==> src/rtl/sre_pkg.sv <==
// Package: register map, field positions and reset values of the receive error block
package sre_pkg;

	// ==========================================================
	// Register bus geometry
	localparam int ADDR_W = 3;
	localparam int DATA_W = 8;

	// ==========================================================
	// Offsets, normal map
	localparam logic [2:0] OFF_BAUD_HIGH    = 3'h0;
	localparam logic [2:0] OFF_BAUD_LOW     = 3'h1;
	localparam logic [2:0] OFF_CONTROL      = 3'h2;
	// Offsets, alternative map
	localparam logic [2:0] OFF_IRQ_STATUS   = 3'h0;
	localparam logic [2:0] OFF_ALT_CONTROL  = 3'h1;
	// Offsets present in both maps
	localparam logic [2:0] OFF_RX_STATUS    = 3'h4;
	localparam logic [2:0] OFF_MAP_CONTROL  = 3'h5;
	localparam logic [2:0] OFF_RX_DATA_LOW  = 3'h7;

	// ==========================================================
	// Field positions
	localparam int BIT_EDGE        = 7;
	localparam int BIT_BIT_ERROR   = 1;
	localparam int BIT_BREAK       = 0;
	localparam int BIT_RX_FULL     = 5;
	localparam int BIT_OVERRUN     = 3;
	localparam int BIT_NOISE       = 2;
	localparam int BIT_FRAMING     = 1;
	localparam int BIT_PARITY_ERR  = 0;
	localparam int BIT_RX_ENABLE   = 2;
	localparam int BIT_PARITY_EN   = 1;
	localparam int BIT_PARITY_TYPE = 0;
	localparam int BIT_ALT_MAP     = 7;

	// ==========================================================
	// Reset values and counts
	localparam logic [7:0]  RST_ALT_CONTROL = 8'h00;
	localparam logic [7:0]  RST_CONTROL     = 8'h00;
	localparam logic [12:0] RST_BAUD        = 13'h0004;
	localparam logic [3:0]  OVERSAMPLE_LAST = 4'hf;
	localparam logic [3:0]  SAMPLE_A        = 4'h7;
	localparam logic [3:0]  SAMPLE_B        = 4'h8;
	localparam logic [3:0]  SAMPLE_C        = 4'h9;
	localparam logic [2:0]  DATA_BITS_LAST  = 3'h7;

	// ==========================================================
	// Receiver states
	typedef enum logic [2:0] {
		SRE_IDLE,
		SRE_START,
		SRE_DATA,
		SRE_PARITY,
		SRE_STOP
	} sre_state_t;

endpackage : sre_pkg

==> src/rtl/sre_receive_error_flags.sv <==
// Module: serial receiver with error flags, alternative interrupt enables and register port
`timescale 1ns/1ps
`default_nettype none

//Function
// - Alternative control reachable only with alternative map
// - Bit 7 enables edge flag interrupt
// - Bit 1 enables bit-error flag interrupt
// - Bit 0 enables break flag interrupt
// - Overrun set when frame ends while full
// - Overrun frame discarded, data register kept
// - Status read then data read clears overrun
// - Noise flag set with full, never overrun
// - Zero stop bit sets framing error flag
// - Framing error blocks reception until cleared
// - Parity mismatch sets parity error when enabled
// - Status read then data read clears noise, parity
module sre_receive_error_flags
	import sre_pkg::*;
(
	input  wire logic              SYS_CLK,
	input  wire logic              RESETN,
	input  wire logic [ADDR_W-1:0] ADDR,
	input  wire logic [DATA_W-1:0] WDATA,
	input  wire logic              WR,
	input  wire logic              RD,
	output logic      [DATA_W-1:0] RDATA,
	input  wire logic              RX_PIN,
	input  wire logic              BIT_ERROR_EVENT,
	output logic                   IRQ
);

	// ==========================================================
	// Registers
	logic [7:0]  alt_control_one;
	logic [7:0]  control;
	logic [12:0] baud;
	logic        alt_map_select;
	logic [7:0]  irq_status;
	logic [7:0]  rx_data_low;
	logic        receive_full_flag;
	logic        overrun_flag;
	logic        noise_flag;
	logic        framing_error_flag;
	logic        parity_error_flag;
	logic [4:0]  clear_armed;

	// ==========================================================
	// Receiver state
	logic [2:0]  rx_sync;
	logic        rx_level;
	logic        rx_level_d;
	sre_state_t  state;
	logic [12:0] baud_count;
	logic        tick;
	logic [3:0]  phase;
	logic [2:0]  bit_index;
	logic [7:0]  shift;
	logic [2:0]  votes;
	logic        frame_noise;
	logic        parity_bit;
	logic        voted;
	logic        disagree;
	logic        frame_done;
	logic        stop_ok;
	logic        parity_bad;
	logic        break_seen;
	logic        edge_event;

	logic        parity_enable;
	logic        parity_type;
	logic        rx_enable;
	logic [7:0]  receive_status_one;
	logic        rd_status;
	logic        rd_data;
	logic        rd_irq_status;
	logic        alt_hit;
	logic [7:0]  next_rdata;

	assign parity_enable = control[BIT_PARITY_EN];
	assign parity_type   = control[BIT_PARITY_TYPE];
	assign rx_enable     = control[BIT_RX_ENABLE];

	assign alt_hit       = alt_map_select && (ADDR == OFF_ALT_CONTROL);
	assign rd_status     = RD && (ADDR == OFF_RX_STATUS);
	assign rd_data       = RD && (ADDR == OFF_RX_DATA_LOW);
	assign rd_irq_status = RD && alt_map_select && (ADDR == OFF_IRQ_STATUS);

	// ==========================================================
	// Pin synchroniser: a change counts once stages two and three agree
	always_ff @(posedge SYS_CLK) begin
		if (!RESETN) begin
			rx_sync <= 3'h7;
		end else begin
			rx_sync <= {rx_sync[1:0], RX_PIN};
		end
	end

	always_ff @(posedge SYS_CLK) begin
		if (!RESETN) begin
			rx_level   <= 1'b1;
			rx_level_d <= 1'b1;
		end else begin
			if (rx_sync[1] == rx_sync[2]) begin
				rx_level <= rx_sync[2];
			end
			rx_level_d <= rx_level;
		end
	end

	assign edge_event = rx_level_d && !rx_level;

	// ==========================================================
	// Oversampling tick: sixteen ticks per bit
	always_ff @(posedge SYS_CLK) begin
		if (!RESETN) begin
			baud_count <= 13'h0000;
			tick       <= 1'b0;
		end else if (baud_count >= baud - 13'h0001) begin
			baud_count <= 13'h0000;
			tick       <= 1'b1;
		end else begin
			baud_count <= baud_count + 13'h0001;
			tick       <= 1'b0;
		end
	end

	// ==========================================================
	// Receive sequencer with majority vote over three samples
	assign voted    = (votes[0] & votes[1]) | (votes[1] & votes[2]) | (votes[0] & votes[2]);
	assign disagree = !((votes == 3'h0) || (votes == 3'h7));

	always_ff @(posedge SYS_CLK) begin
		if (!RESETN) begin
			state       <= SRE_IDLE;
			phase       <= 4'h0;
			bit_index   <= 3'h0;
			shift       <= 8'h00;
			votes       <= 3'h0;
			frame_noise <= 1'b0;
			parity_bit  <= 1'b0;
			frame_done  <= 1'b0;
			stop_ok     <= 1'b0;
		end else begin
			frame_done <= 1'b0;
			if (tick) begin
				phase <= phase + 4'h1;
				if (phase == SAMPLE_A) begin
					votes[0] <= rx_level;
				end
				if (phase == SAMPLE_B) begin
					votes[1] <= rx_level;
				end
				if (phase == SAMPLE_C) begin
					votes[2] <= rx_level;
				end
			end
			case (state)
				SRE_IDLE: begin
					// Framing error holds the receiver off
					if (edge_event && rx_enable && !framing_error_flag) begin
						state       <= SRE_START;
						phase       <= 4'h0;
						frame_noise <= 1'b0;
					end
				end
				SRE_START: begin
					if (tick && phase == OVERSAMPLE_LAST) begin
						if (voted) begin
							state <= SRE_IDLE;
						end else begin
							state       <= SRE_DATA;
							bit_index   <= 3'h0;
							frame_noise <= disagree;
						end
					end
				end
				SRE_DATA: begin
					if (tick && phase == OVERSAMPLE_LAST) begin
						shift       <= {voted, shift[7:1]};
						frame_noise <= frame_noise | disagree;
						bit_index   <= bit_index + 3'h1;
						if (bit_index == DATA_BITS_LAST) begin
							state <= parity_enable ? SRE_PARITY : SRE_STOP;
						end
					end
				end
				SRE_PARITY: begin
					if (tick && phase == OVERSAMPLE_LAST) begin
						parity_bit  <= voted;
						frame_noise <= frame_noise | disagree;
						state       <= SRE_STOP;
					end
				end
				SRE_STOP: begin
					// Stop bit is judged at its middle samples
					if (tick && phase == SAMPLE_C) begin
						stop_ok     <= rx_level & votes[1] & votes[0];
						frame_noise <= frame_noise | !((votes[0] == votes[1]) && (votes[1] == rx_level));
						frame_done  <= 1'b1;
						state       <= SRE_IDLE;
					end
				end
				default: begin
					state <= SRE_IDLE;
				end
			endcase
		end
	end

	// Even parity type 0: parity bit makes the ones count even
	assign parity_bad = parity_enable && ((^shift ^ parity_bit) != parity_type);
	assign break_seen = frame_done && !stop_ok && (shift == 8'h00) && !(parity_enable && parity_bit);

	// ==========================================================
	// Clear sequence: status read arms, data-low read clears armed flags
	always_ff @(posedge SYS_CLK) begin
		if (!RESETN) begin
			clear_armed <= 5'h00;
		end else if (rd_status) begin
			clear_armed <= {receive_full_flag, overrun_flag, noise_flag,
			                framing_error_flag, parity_error_flag};
		end else if (rd_data) begin
			clear_armed <= 5'h00;
		end
	end

	// ==========================================================
	// Receive flags and data; a new event wins over a clear
	always_ff @(posedge SYS_CLK) begin
		if (!RESETN) begin
			receive_full_flag  <= 1'b0;
			overrun_flag       <= 1'b0;
			noise_flag         <= 1'b0;
			framing_error_flag <= 1'b0;
			parity_error_flag  <= 1'b0;
			rx_data_low        <= 8'h00;
		end else begin
			if (rd_data) begin
				if (clear_armed[4]) begin
					receive_full_flag <= 1'b0;
				end
				if (clear_armed[3]) begin
					overrun_flag <= 1'b0;
				end
				if (clear_armed[2]) begin
					noise_flag <= 1'b0;
				end
				if (clear_armed[1]) begin
					framing_error_flag <= 1'b0;
				end
				if (clear_armed[0]) begin
					parity_error_flag <= 1'b0;
				end
			end
			if (frame_done) begin
				if (receive_full_flag || overrun_flag) begin
					// Shift register is dropped, held data stays
					overrun_flag <= 1'b1;
				end else begin
					rx_data_low        <= shift;
					receive_full_flag  <= 1'b1;
					noise_flag         <= frame_noise;
					framing_error_flag <= !stop_ok;
					parity_error_flag  <= parity_bad;
				end
			end
		end
	end

	assign receive_status_one = {2'h0, receive_full_flag, 1'b0, overrun_flag, noise_flag,
	                             framing_error_flag, parity_error_flag};

	// ==========================================================
	// Software-written registers
	always_ff @(posedge SYS_CLK) begin
		if (!RESETN) begin
			alt_control_one <= RST_ALT_CONTROL;
		end else if (WR && alt_hit) begin
			alt_control_one <= WDATA & 8'h83;
		end
	end

	always_ff @(posedge SYS_CLK) begin
		if (!RESETN) begin
			control        <= RST_CONTROL;
			baud           <= RST_BAUD;
			alt_map_select <= 1'b0;
		end else if (WR) begin
			if (ADDR == OFF_MAP_CONTROL) begin
				alt_map_select <= WDATA[BIT_ALT_MAP];
			end
			if (!alt_map_select) begin
				if (ADDR == OFF_BAUD_HIGH) begin
					baud[12:8] <= WDATA[4:0];
				end
				if (ADDR == OFF_BAUD_LOW) begin
					baud[7:0] <= WDATA;
				end
				if (ADDR == OFF_CONTROL) begin
					control <= WDATA & 8'h07;
				end
			end
		end
	end

	// ==========================================================
	// Interrupt status: sticky, cleared by a read, set wins
	always_ff @(posedge SYS_CLK) begin
		if (!RESETN) begin
			irq_status <= 8'h00;
		end else begin
			irq_status[BIT_EDGE]      <= edge_event || (irq_status[BIT_EDGE] && !rd_irq_status);
			irq_status[BIT_BIT_ERROR] <= BIT_ERROR_EVENT
			                             || (irq_status[BIT_BIT_ERROR] && !rd_irq_status);
			irq_status[BIT_BREAK]     <= break_seen || (irq_status[BIT_BREAK] && !rd_irq_status);
		end
	end

	always_ff @(posedge SYS_CLK) begin
		if (!RESETN) begin
			IRQ <= 1'b0;
		end else begin
			IRQ <= (irq_status[BIT_EDGE] && alt_control_one[BIT_EDGE])
			    || (irq_status[BIT_BIT_ERROR] && alt_control_one[BIT_BIT_ERROR])
			    || (irq_status[BIT_BREAK] && alt_control_one[BIT_BREAK]);
		end
	end

	// ==========================================================
	// Read port: data in the cycle after the strobe
	always_comb begin
		next_rdata = 8'h00;
		if (ADDR == OFF_RX_STATUS) begin
			next_rdata = receive_status_one;
		end else if (ADDR == OFF_MAP_CONTROL) begin
			next_rdata = {alt_map_select, 7'h00};
		end else if (ADDR == OFF_RX_DATA_LOW) begin
			next_rdata = rx_data_low;
		end else if (alt_map_select) begin
			if (ADDR == OFF_ALT_CONTROL) begin
				next_rdata = alt_control_one;
			end else if (ADDR == OFF_IRQ_STATUS) begin
				next_rdata = irq_status;
			end
		end else if (ADDR == OFF_BAUD_HIGH) begin
			next_rdata = {3'h0, baud[12:8]};
		end else if (ADDR == OFF_BAUD_LOW) begin
			next_rdata = baud[7:0];
		end else if (ADDR == OFF_CONTROL) begin
			next_rdata = control;
		end
	end

	always_ff @(posedge SYS_CLK) begin
		if (!RESETN) begin
			RDATA <= 8'h00;
		end else if (RD) begin
			RDATA <= next_rdata;
		end else begin
			RDATA <= 8'h00;
		end
	end

endmodule : sre_receive_error_flags

`default_nettype wire

==> config.mk <==
export PLATFORM = sky130hd
export DESIGN_NAME = sre_receive_error_flags
export DESIGN_NICKNAME = d
export VERILOG_FILES = /design/src/rtl/sre_pkg.sv /design/src/rtl/sre_receive_error_flags.sv
export SDC_FILE = /design/constraint.sdc
export NUM_CORES = 1
export LEC_CHECK = 0
export ABC_CLOCK_PERIOD_IN_PS = 3900
export BUFFER_PORTS_ARGS = -buffer_cell sky130_fd_sc_hd__buf_4
export CAP_MARGIN = 20
export CORE_MARGIN = 5
export CORE_UTILIZATION = 55
export DETAILED_ROUTE_END_ITERATION = 8
export PLACE_DENSITY = 0.73
export SLEW_MARGIN = 20
export SYNTH_ARGS = -nofsm -noshare
export SYNTH_HDL_FRONTEND = slang
export SYNTH_SLANG_ARGS = --single-unit
==> constraint.sdc <==
create_clock -name SYS_CLK -period 3.9 [get_ports SYS_CLK]
set_input_delay 0.78 -clock SYS_CLK [delete_from_list [all_inputs] [get_ports SYS_CLK]]
set_output_delay 0.78 -clock SYS_CLK [all_outputs]
set_load 0.005 [all_outputs]
* Word level (Yosys, flattened, before mapping)
Index checks and enable logic that the tools add are counted.
** Word-level totals
- Flip-flop bits (word level) :: 94
- Input port bits :: 17
- Output and inout bits :: 9
- Word-level logic and storage cells :: 199
** Operators by class
- Add/subtract/negate cells :: 4
- $lt $le $gt $ge :: 1
- Equality and inequality tests :: 27
- Muxes and demuxes :: 55
- Bitwise gates (word level) :: 14
- Reduce and logical (&&, ||, !) cells :: 65
** Operators by type and width (count)
- $mux 8 :: 7
- $mux 3 :: 11
- $mux 1 :: 27
- $logic_and 1x1->1 :: 23
- $reduce_and 2->1 :: 10
- $eq 3x3->1 const B :: 6
- $pmux 3 s5 :: 1
- $ne 2x2->1 const B :: 7
- $add 13x1->13 const B :: 1
- $ge 13x13->1 :: 1
- $sub 13x1->13 const B :: 1
- $eq 4x4->1 const B :: 3
- $mux 4 :: 3
- $reduce_and 6->1 :: 2
- $mux 5 :: 2
- $eq 3x2->1 const B :: 3
- $logic_not 3->1 :: 3
- $reduce_and 3->1 :: 3
- $logic_not 8->1 :: 1
- $reduce_xor 8->1 :: 1
- $logic_not 1->1 :: 7
- $logic_or 1x1->1 :: 7
- $eq 3x1->1 const B :: 2
- $mux 6 :: 1
- 19 further kinds :: 33

* Logic depth before layout (Yosys ltp)
Gate-level depths: netlist of the first run.
- Word-level depth :: 8
- Mapped depth :: 12
- Gate-level depth less buffers :: 11

* Worst setup path before layout of the first run
Ideal clock, no wire load.
- Path kind :: reg-to-reg
- Start :: reg baud[2]
- End :: reg baud_count[10]
- Setup time :: 0.064 ns
- Data arrival time :: 2.602 ns
- Required time :: 3.836 ns
- Path slack :: 1.234 ns
- Cell stages (with the launch flop) :: 12
- Path buffers :: 1
- Path through :: dfxtp_1 or4_4 nor3_4 nand3_1 and2_1 ha_1 and2_0 a221o_1 a21oi_1 o211ai_1 buf_2 nor2_1
** On the way
- Cells in the longest elaborated chain, start to end :: 3
** RTL lines
- start, declared :: RTL line sre_receive_error_flags.sv:37 : logic [12:0] baud;
- start signal, assigned :: RTL line sre_receive_error_flags.sv:287 : baud <= RST_BAUD;
- start signal, assigned :: RTL line sre_receive_error_flags.sv:298 : baud[7:0] <= WDATA;
- $sub 13x1->13 :: RTL line sre_receive_error_flags.sv:119 : end else if (baud_count >= baud - 13'h0001) begin
- $ge 13x13->1 :: RTL line sre_receive_error_flags.sv:119
- $reduce_or 2->1 (no line)
- end signal, assigned :: RTL line sre_receive_error_flags.sv:123 : baud_count <= baud_count + 13'h0001;
- end, declared :: RTL line sre_receive_error_flags.sv:54 : logic [12:0] baud_count;
Every way passes these cells.
A chain may end at the register's enable or synchronous reset.

* Worst setup path after layout of the first run
- Start :: reg baud[2]
- End :: reg baud_count[12]
Same word-level chain as after synthesis.

==> metrics.sh, run 1 <==
FINAL-SEQ-AREA_UM2=1880
CORE_AREA_UM2=8300
POWER_REPORT.INTERNAL_TOTAL_uW=1320
PWR-SHARE-CLK=0.348
FINAL_SETUP_SKEW_PS=18.0
BOUNDARYPINS=26
GRT_PASS1_WL_UM=17000
SETUP-TNS-FINAL_PS=0
SYN_AREA_UM2=4750
TIMING.SLEW.HEADROOM=0.359
DRT-WIRELENGTH-PER-CELL_UM=15.2
FINAL_MAX_SLEW_VIOL_COUNT=0
INITIAL_CORE_UTILIZATION=0.572
YS_ASYNC_SR_FRACTION=0
FINAL_HPWL_DP_UM=7170
CLOCK-ROOT-BUFFER='clkbuf_8'
ROUTE.DETAILED.VIAS_PER_INST=5.61
LEAKAGEPOWER_uW=0.00198
FILLER_CELL_COUNT=739
AREA_OF_THE_MULTI_INPUT_GATES_UM2=2690
CTS_RESIZED=0
HOLD_BUFFERS_POST_CTS=0
OUTCOME='finished clean'
MET2_USAGE=0.311
FINALHOLDVIOLATIONS=0
DR.PASS1.ITERS=5
WORST-ENDPOINT-ARRIVAL_PS=3140
SYNTH_AREA_PER_CELL_UM2=8.89
VIAS=3689
POWER.COMBINATIONAL.FRACTION=0.088
STARTPOINT_TYPE='register'
SYNTHMOSTINSTANTIATEDCELL='dfxtp_1'
POST_SYNTH_INST_COUNT=534
SHARE_OF_POWER_BURNED_IN_REGISTERS=0.564
PORT-BUFFER-COUNT=25
CTS_TREE='built'
YS_TOP_CELLS_BY_AREA='dfxtp_1 (40%), ha_1 (7.1%), mux2i_1 (4.9%), nand2_1 (4.7%), nor2b_1 (4.6%)'
FIN_WS_PS=1070
TIMING.CRITICAL_PATH.CELLS='or4_4 > nor3_4 > nand3_1 > and2_1 > ha_1 > and2_0 > a221o_1 > a21oi_1 > o211ai_1 > buf_4 > nor2_1'
TRITONCTS.NUM_BUFFERS=9
CLOCK-SINKS=94
YS.FLOP_TYPE='dfxtp_1'
SYNTH_TOP_CELL_AREA_SHARE=0.397
YOSYS.AREA.TOP_TYPE='dfxtp_1'
CLK_PATH_BUF_DEPTH=2
GROUTE.LAYER.MET3.USAGE=0.0277
SYN_NETS=578
HTREEDEPTH=3
ANTENNA_FOUND_INITIAL=0
CLKTRANSATPATHREGS_PS=100
CP_SLOWEST_CELL='or4_4'
CTS_SETUP_BUFFERS=0
GP_CONGESTION=0.804
SWSHARE=0.259
FIRST_GLOBAL_VIAS=3441
PWR_DENSITY_CELL_nW_PER_UM2=345
AREA.GROWTH.SYNTH_TO_FINAL_PCT=9.02
POST-PLACE-WS_PS=1080
FP.DIEW_UM=103
P_SWITCHING_uW=462
DIE_AREA_UM2=10600
SYNTH_ENABLE_FLOP_CELLS=0
WORST_IR_DROP_VDD_mV=0.202
CRITICAL_PATH_CLASS='register to register'
FP-ROW-COUNT=33
WORST-SLEW-PIN-TRANSITION_PS=937
DIE_OUTLINE_HEIGHT_UM=103
GROUTE.USAGE.OVERALL=0.200
PLACED_INSTANCE_COUNT=641
WORSTSKEWPAIRLATENCY_PS=360
TIMING.CRITICAL_PATH.FANOUT_MAX=13
SETUP_VIOL_COUNT_FINAL=0
FIN_CELLS=657
ROUTED_WIRELENGTH_UM=9970
WORST-ENDPOINT-REQUIRED_PS=4210
SYNTH-WARNING-COUNT=0
DRT_FIRST_ITER_VIOLATIONS=224
GRT_SETUP_UNREPAIRED='false'
SYNTHDISTINCTLIBCELLS=58
TIMING.HOLD.WORST.CLASS='register to register'
POWER_CONSUMPTION_uW=1780
FINAL_CELL_AREA_UM2=5170
MAXCAPVIOLCOUNT=0
CRIT_PATH_MAX_INCR_DELAY_PS=590
RANKING_OF_SYNTHESIZED_CELLS_BY_INSTANCE_COUNT='dfxtp_1 (94), nand2_1 (60), nor2_1 (42)'
GRT_MAX_DEGREE=76
FINALNETCOUNT=591
USE_MET1=0.286
GRT-BUSIEST-LAYER='met2'
ANTENNA_LEFT=0
YOSYSSEQAREASHARE=0.397
SYNTHESIZED_FLOP_AND_LATCH_TOTAL=94
N_ANTENNA_CELL=0
DRIVE_ABOVE_1_SHARE=0.112
TIMING.FINAL.CRIT_PERIOD_PS=2830
PLACE_AREA_UM2=4970
POST-ROUTE-DRC-COUNT=0
TIMING.FMAX_MHz=353
CRITICAL_PATH.ENDPOINT_TYPE='register'
GLOBALROUTE.TOTALOVERFLOW=0
PERIOD_SHARE=0.725
[metrics by stage]
step                      utilization  hold WS [ps]
final                           0.623           412
after global routing            0.623           449
after CTS                       0.622           414
after global placement          0.599           389
after floorplan                     -           386
after detailed placement        0.599           394
[power by group through the flow]
stage          logic, uW  clock network, uW  registers, uW
4_1_cts              158                634           1010
5_1_grt              178                676           1010
3_5_place_dp         156                  0           1030
2_1_floorplan        121                  0           1020
6_report             157                620           1010
3_3_place_gp         152                  0           1030
[routing by layer]
metal,wire length (um),share of wire
met1,4730,0.47
met2,4590,0.46
met3,505,0.051
met4,142,0.014
met5,0,0
[worst max-delay path: cells and delay by family (launching register included)]
kind | cells | cell delay, ps
adder cells (fa/ha/maj) | 1 | 260
AO/OA/AOI/OAI | 3 | 580
AND/OR/NAND/NOR | 6 | 1360
buffers and inverters | 1 | 220
flip-flops | 1 | 380
[flip-flops by register name (all words and copies together) (netlist names), 3 cells and up, named ones only]
name / cells
RDATA: 8
alt_control_one: 3
baud: 13
baud_count: 13
bit_index: 3
clear_armed: 5
control: 3
irq_status: 3
phase: 4
rx_data_low: 8
rx_sync: 3
shift: 8
state: 3
votes: 3
[layout by cell type, fill, tap and decap left out, types with 2 or more instances in the layout]
cell type / Yosys / final
dfxtp_1: 94 / 94
nand2_1: 60 / 60
nor2_1: 42 / 42
nor2b_1: 35 / 35
ha_1: 27 / 27
buf_4: 1 / 26
mux2i_1: 23 / 23
inv_1: 21 / 21
a21oi_1: 21 / 21
a21boi_0: 19 / 19
xnor2_1: 17 / 17
nand3_1: 17 / 17
o21ai_0: 16 / 16
xor2_1: 13 / 13
clkbuf_8: 0 / 11
nand4_1: 10 / 10
nand2b_1: 9 / 9
a22oi_1: 9 / 9
mux2_2: 7 / 7
and2_1: 6 / 6
and4_1: 6 / 6
nor3_2: 4 / 5
a31oi_1: 4 / 4
o41ai_1: 3 / 3
nand3b_1: 3 / 3
o211ai_1: 3 / 3
and3_1: 3 / 3
clkinv_4: 0 / 3
or3_1: 2 / 2
a21o_1: 2 / 2
a2111o_1: 2 / 2
o211a_1: 2 / 2
and4b_1: 2 / 2
a32oi_1: 2 / 2
[cells by family after synthesis]
group,synth area share
and+or+nand+nor,0.238
AOI/OAI and AO/OA,0.135
DFF,0.397
buffers and inverters,0.0390
xor gates and xnor gates,0.0554
muxes,0.0651
adders and majority gates,0.0712
[final timing paths]
| path | start | end | slack (ps) | depth (start not counted) |
|---|---|---|---|---|
| setup / recovery | baud[2] | baud_count[12] | 1070 | 11 |
| hold / removal | rx_sync[0] | rx_sync[1] | 410 | 1 |
| setup reg to reg | baud[2] | baud_count[12] | 1070 | 11 |
| hold reg to reg | rx_sync[0] | rx_sync[1] | 410 | 1 |
[layout make-up]
type / count / area share
multi-input cells: 394 / 0.520
flip-flops and latches: 94 / 0.364
repair buffers: 26 / 0.0377
clock buffers: 11 / 0.0293
well taps: 105 / 0.0254
inverters: 22 / 0.0160
clock inverters: 5 / 0.00822
No activity file was read; power rests on OpenSTA's default activity.
==> inputs of run 2 (changes only) <==
--- a/config.mk
+++ b/config.mk
@@ -5,7 +5,7 @@
 export SDC_FILE = /design/constraint.sdc
 export NUM_CORES = 1
 export LEC_CHECK = 0
-export ABC_CLOCK_PERIOD_IN_PS = 3900
+export ABC_CLOCK_PERIOD_IN_PS = 2900
 export BUFFER_PORTS_ARGS = -buffer_cell sky130_fd_sc_hd__buf_4
 export CAP_MARGIN = 20
 export CORE_MARGIN = 5
==> constraint.sdc (replaced) <==
create_clock -name SYS_CLK -period 2.9 [get_ports SYS_CLK]
set_input_delay 0.58 -clock SYS_CLK [delete_from_list [all_inputs] [get_ports SYS_CLK]]
set_output_delay 0.58 -clock SYS_CLK [all_outputs]
set_load 0.005 [all_outputs]
==> run 2 against run 1 <==
Cell area up 0.85%. First-iteration DRC count down 23%. Non-clock buffer count up 7.
==> metrics.sh, run 2 (synthesis results as in run 1) <==
LAYOUT_COMMONEST_CELL='dfxtp_1'
GRT_SETUP_UNREPAIRED='true'
DRIVE_ABOVE_1_SHARE=0.125
VIAS=3726
ANTENNA_LEFT=0
FP.DIEW_UM=103
TIMING.FINAL.CRIT_PERIOD_PS=2790
DRT_FIRST_ITER_VIOLATIONS=172
CLKTRANSATPATHREGS_PS=90
DRT-WIRELENGTH-PER-CELL_UM=14.9
DIE_OUTLINE_HEIGHT_UM=103
FINALNETCOUNT=598
ROUTED_WIRELENGTH_UM=9910
CLK_PATH_BUF_DEPTH=2
CLOCK-SINKS=94
MOSTFREQUENTLAYOUTCELLS='dfxtp_1 (93), nand2_1 (60), nor2_1 (40)'
FINAL_CELL_AREA_UM2=5220
FIN_CELLS=664
DIE_AREA_UM2=10600
MAXCAPVIOLCOUNT=0
TRITONCTS.NUM_BUFFERS=9
LEAKAGEPOWER_uW=0.00200
FINALHOLDVIOLATIONS=0
TIMING.FMAX_MHz=358
AREA.GROWTH.SYNTH_TO_FINAL_PCT=9.94
GROUTE.USAGE.OVERALL=0.196
FIN_UTIL=0.629
TIMING.HOLD.WORST.CLASS='input port to register'
STARTPOINT_TYPE='register'
SETUP_VIOL_COUNT_FINAL=0
LAYOUT_TOP_REGISTERS='baud: 13 flops, baud_count: 13 flops'
GRT_PASS1_WL_UM=16700
TIMING.CRITICAL_PATH.FANOUT_MAX=7
WORST-SLEW-PIN-TRANSITION_PS=913
PERIOD_SHARE=0.962
CLOCK-ROOT-BUFFER='clkbuf_8'
POST-ROUTE-DRC-COUNT=0
WORST_HOLD_SLACK_PS=408
CRITICAL_PATH_CLASS='register to register'
WORST_IR_DROP_VDD_mV=0.236
PLACED_INSTANCE_COUNT=645
FP-ROW-COUNT=33
FIRST_GLOBAL_VIAS=3500
ROUTE.DETAILED.VIAS_PER_INST=5.61
FINAL_SETUP_SKEW_PS=9.10
WORST-ENDPOINT-REQUIRED_PS=3200
OUTCOME='finished clean'
GRT_MAX_DEGREE=47
FINAL_HPWL_DP_UM=7170
CRITICAL_PATH.ENDPOINT_TYPE='register'
INITIAL_CORE_UTILIZATION=0.572
ANTENNA_FOUND_INITIAL=0
WORST-ENDPOINT-ARRIVAL_PS=3090
GLOBALROUTE.TOTALOVERFLOW=0
CTS_TREE='built'
FF2FF_PATH_DEPTH=11
WORSTSKEWPAIRLATENCY_PS=360
HOLD_DEPTH=2
BOUNDARYPINS=26
PWR_DENSITY_CELL_nW_PER_UM2=454
GP_CONGESTION=0.838
TIMING.SLEW.HEADROOM=0.376
POWER_CONSUMPTION_uW=2370
HTREEDEPTH=3
N_ANTENNA_CELL=0
PORT-BUFFER-COUNT=25
HOLD_BUFFERS_POST_CTS=0
FINAL_MAX_SLEW_VIOL_COUNT=0
CORE_AREA_UM2=8300
DR.PASS1.ITERS=4
PLACE_AREA_UM2=5000
-- run 2: cell count changes in the layout (fill, tap and decap cells not counted), moves of 2 or more --
cell / before / now
nor2_1: 42 / 40
clkbuf_1: 0 / 2
buf_4: 26 / 33
nor2_2: 0 / 2
-- run 2: final cells by class --
type	instances	area, um2
tap	105	131
inverter	22	82.6
sequential	94	1890
fill	708	3080
multi-input combinational	394	2690
clock inverter	4	32.5
clock buffer	12	145
timing repair buffer	33	248
-- run 2: report_power, final --
group / leakage [uW] / switching (uW) / internal (uW) / total [uW]
sequential: 0.000760 / 38.8 / 1310 / 1350
combinational: 0.00116 / 118 / 102 / 220
clock: 0.0000828 / 458 / 339 / 798
total: 0.00200 / 616 / 1750 / 2370
-- run 2: repair_timing --
item	CTS	global route
setup buffers	0	2
endpoints found under the setup margin	0	13
gates resized for setup	0	9
-- run 2: through the flow --
stage,setup WS [ps],TNS (ps)
6_report,109,0
5_1_grt,-45.2,-360
4_1_cts,63.2,0
3_5_place_dp,82.8,0
3_3_place_gp,225,0
2_1_floorplan,234,0
-- run 2: final timing paths --
path                            slack (ps)              to  startpoint
worst min-delay path                   410      rx_sync[0]      RX_PIN
worst max register to register         110  baud_count[11]     baud[3]
worst max-delay path                   110  baud_count[11]     baud[3]
worst min register to register         420      rx_sync[1]  rx_sync[0]
-- run 2: critical path: stages, from the launching register on --
cell and delay (ps):
dfxtp_4 370, or4_4 540, nor3_4 170, nand2_2 120, xor2_1 150, ha_1 290, and2_1 160, a221o_1 310
a21oi_2 160, o211ai_1 150, buf_4 200, nor2_1 110
-- run 2: routing by layer --
layer,routed length [um],track usage,share of wire,up-vias
met3,532,0.0372,0.054,15
li1,-,-,-,1894
met5,0,0,0,-
met1,4770,0.280,0.48,1746
met4,155,0.0618,0.016,0
met2,4460,0.301,0.45,71
==> inputs of run 3 (changes only) <==
--- a/config.mk
+++ b/config.mk
@@ -5,13 +5,14 @@
 export SDC_FILE = /design/constraint.sdc
 export NUM_CORES = 1
 export LEC_CHECK = 0
-export ABC_CLOCK_PERIOD_IN_PS = 2900
+export ABC_CLOCK_PERIOD_IN_PS = 2450
 export BUFFER_PORTS_ARGS = -buffer_cell sky130_fd_sc_hd__buf_4
 export CAP_MARGIN = 20
 export CORE_MARGIN = 5
 export CORE_UTILIZATION = 55
 export DETAILED_ROUTE_END_ITERATION = 8
-export PLACE_DENSITY = 0.73
+export PLACE_DENSITY = 0.76
+export REMOVE_ABC_BUFFERS = 1
 export SLEW_MARGIN = 20
 export SYNTH_ARGS = -nofsm -noshare
 export SYNTH_HDL_FRONTEND = slang
==> constraint.sdc (replaced) <==
create_clock -name SYS_CLK -period 2.45 [get_ports SYS_CLK]
set_input_delay 0.49 -clock SYS_CLK [delete_from_list [all_inputs] [get_ports SYS_CLK]]
set_output_delay 0.49 -clock SYS_CLK [all_outputs]
set_load 0.01 [all_outputs]
==> run 3 against run 2 <==
The flow now finishes with violations (setup timing). Final cell count up 1.5%. Sequential share of layout area down 0.68 points. Non-clock buffer count up 10. Highest routed layer unchanged.
==> metrics.sh, run 3 (synthesis results as in run 1) <==
FP-ROW-COUNT=33
HTREEDEPTH=3
CLOCK-ROOT-BUFFER='clkbuf_8'
REGTOREGSTARTPOINT='baud[2]'
SETUP.REG_TO_REG.WORST_SLACK_PS=-260
DRIVE_ABOVE_1_SHARE=0.142
TIMING.SLEW.HEADROOM=0.528
FINAL-SEQ-AREA_UM2=1880
FIN_CELLS=674
AREA_OF_THE_MULTI_INPUT_GATES_UM2=2700
INITIAL_CORE_UTILIZATION=0.572
FAILED_CHECKS='setup timing'
FILLER_CELL_COUNT=718
HOLD_DEPTH=2
TOP_SIGNAL_LAYER_USED='met4'
PERIOD_SHARE=1.11
REG2REG_TO='baud_count[11]'
WORST-ENDPOINT-REQUIRED_PS=2760
FINAL_HPWL_DP_UM=7640
AREA.GROWTH.SYNTH_TO_FINAL_PCT=11.8
STARTPOINT_TYPE='register'
PWR_DENSITY_CELL_nW_PER_UM2=540
VIAS=3835
MET3_LENGTH_UM=628
WORST-SLEW-PIN-TRANSITION_PS=699
WORST_IR_DROP_VDD_mV=0.268
CLOCK-SINKS=94
CLK_PATH_BUF_DEPTH=2
POST-ROUTE-DRC-COUNT=0
WORST-ENDPOINT-ARRIVAL_PS=3020
PORT-BUFFER-COUNT=25
ROUTE.DETAILED.VIAS_PER_INST=5.69
DR.PASS1.ITERS=4
ANTENNA_LEFT=0
DR_WL_MET2_UM=4870
FIRST_GLOBAL_VIAS=3649
DIE_OUTLINE_HEIGHT_UM=103
TIMING.CRITICAL_PATH.FANOUT_MAX=13
FINAL_SETUP_SKEW_PS=14.3
TIMING.FMAX_MHz=369
CRITICAL_PATH.ENDPOINT_TYPE='register'
WL_MET1_UM=4760
OUTCOME='complete, but fails checks'
CRIT_START='baud[2]'
TIMING.HOLD.WORST.CLASS='input port to register'
DRT-WIRELENGTH-PER-CELL_UM=15.5
CLKTRANSATPATHREGS_PS=100
DRT_FIRST_ITER_VIOLATIONS=164
DIE_AREA_UM2=10600
GRT_PASS1_WL_UM=17700
SETUP-TNS-FINAL_PS=-3340
ANTENNA_FOUND_INITIAL=0
FINALNETCOUNT=608
ROUTED_WIRELENGTH_UM=10500
SETUP_VIOL_COUNT_FINAL=14
PLACED_INSTANCE_COUNT=658
GRT_SETUP_UNREPAIRED='true'
FF2FF_PATH_DEPTH=11
GROUTE.USAGE.OVERALL=0.210
HOLD_BUFFERS_POST_CTS=0
CORE_AREA_UM2=8300
FP.DIEW_UM=103
CRITICAL_PATH_CLASS='register to register'
LEAKAGEPOWER_uW=0.00206
WORSTSKEWPAIRLATENCY_PS=360
FINALHOLDVIOLATIONS=0
TIMING.HOLD.WORST_ENDPOINT='rx_sync[0]'
N_ANTENNA_CELL=0
GLOBALROUTE.TOTALOVERFLOW=0
BOUNDARYPINS=26
GP_CONGESTION=0.856
LAYOUT_COMMONEST_CELL='dfxtp_1'
POST-PLACE-WS_PS=-259
TIMING.FINAL.CRIT_PERIOD_PS=2710
HOLD_PATH_STARTPOINT='RX_PIN'
LAYOUT_TOP_REGISTERS='baud: 13 flops, baud_count: 13 flops'
CTS_TREE='built'
MOSTFREQUENTLAYOUTCELLS='dfxtp_1 (94), nand2_1 (60), buf_4 (43)'
FIN_WS_PS=-262
MAXCAPVIOLCOUNT=0
GRT_MAX_DEGREE=41
TRITONCTS.NUM_BUFFERS=9
FINAL_MAX_SLEW_VIOL_COUNT=0
[run 3: changes by cell type in the layout (fill, tap and decap cells not counted), moves of 2 or more]
cell / change
buf_4: +10
clkbuf_1: -2
clkinvlp_4: -2
inv_6: +2
[run 3: through the flow]
stage / util / instance area [um2] / total power (uW) / hold slack (ps)
finish: 0.639 / 5310 / 2860 / 318
global route: 0.639 / 5310 / 3000 / 318
CTS: 0.638 / 5300 / 2890 / 301
detailed placement: 0.614 / 5100 / 1900 / 397
global placement: 0.614 / 5100 / 1890 / 391
floorplan: - / 4640 / 1780 / 386
[run 3: worst max path at each step]
| stage | endpoint |
|---|---|
| final | baud_count[11] |
| after global placement | baud_count[4] |
| after detailed placement | baud_count[11] |
| after floorplan | baud_count[10] |
| after global routing | baud_count[10] |
| after CTS | baud_count[11] |
[run 3: area by class of cell]
type	count	area share
clock buffers	11	0.0285
clock inverters	5	0.00755
inverters	22	0.0156
multi-input cells	394	0.508
flip-flops and latches	94	0.355
well taps	105	0.0248
repair buffers	43	0.0608
[run 3: repair_timing]
| item | 4_1_cts | 5_1_grt |
|---|---|---|
| setup buffers | 0 | 0 |
| gates resized for setup | 4 | 2 |
| endpoints found under the setup margin | 14 | 14 |
[run 3: per-layer routing]
layer | up-vias | track usage
met3 | 21 | 0.0467
met2 | 95 | 0.335
met1 | 1796 | 0.278
li1 | 1923 | -
met5 | - | 0
met4 | 0 | 0.0767
[run 3: power breakdown]
group	internal (uW)	switching, uW	leakage [uW]	total [uW]
Clock	434	564	0.000100	999
Combinational	124	142	0.00120	267
Sequential	1560	43.6	0.000759	1600
[run 3: worst max-delay path: stages (launching register included)]
cell,delay (ps)
dfxtp_1,320
or4_4,560
nor3_4,160
nand2_2,110
xor2_1,150
ha_1,310
and2_4,150
a221o_1,330
a21oi_2,160
o211ai_1,100
buf_4,190
nor2_1,120
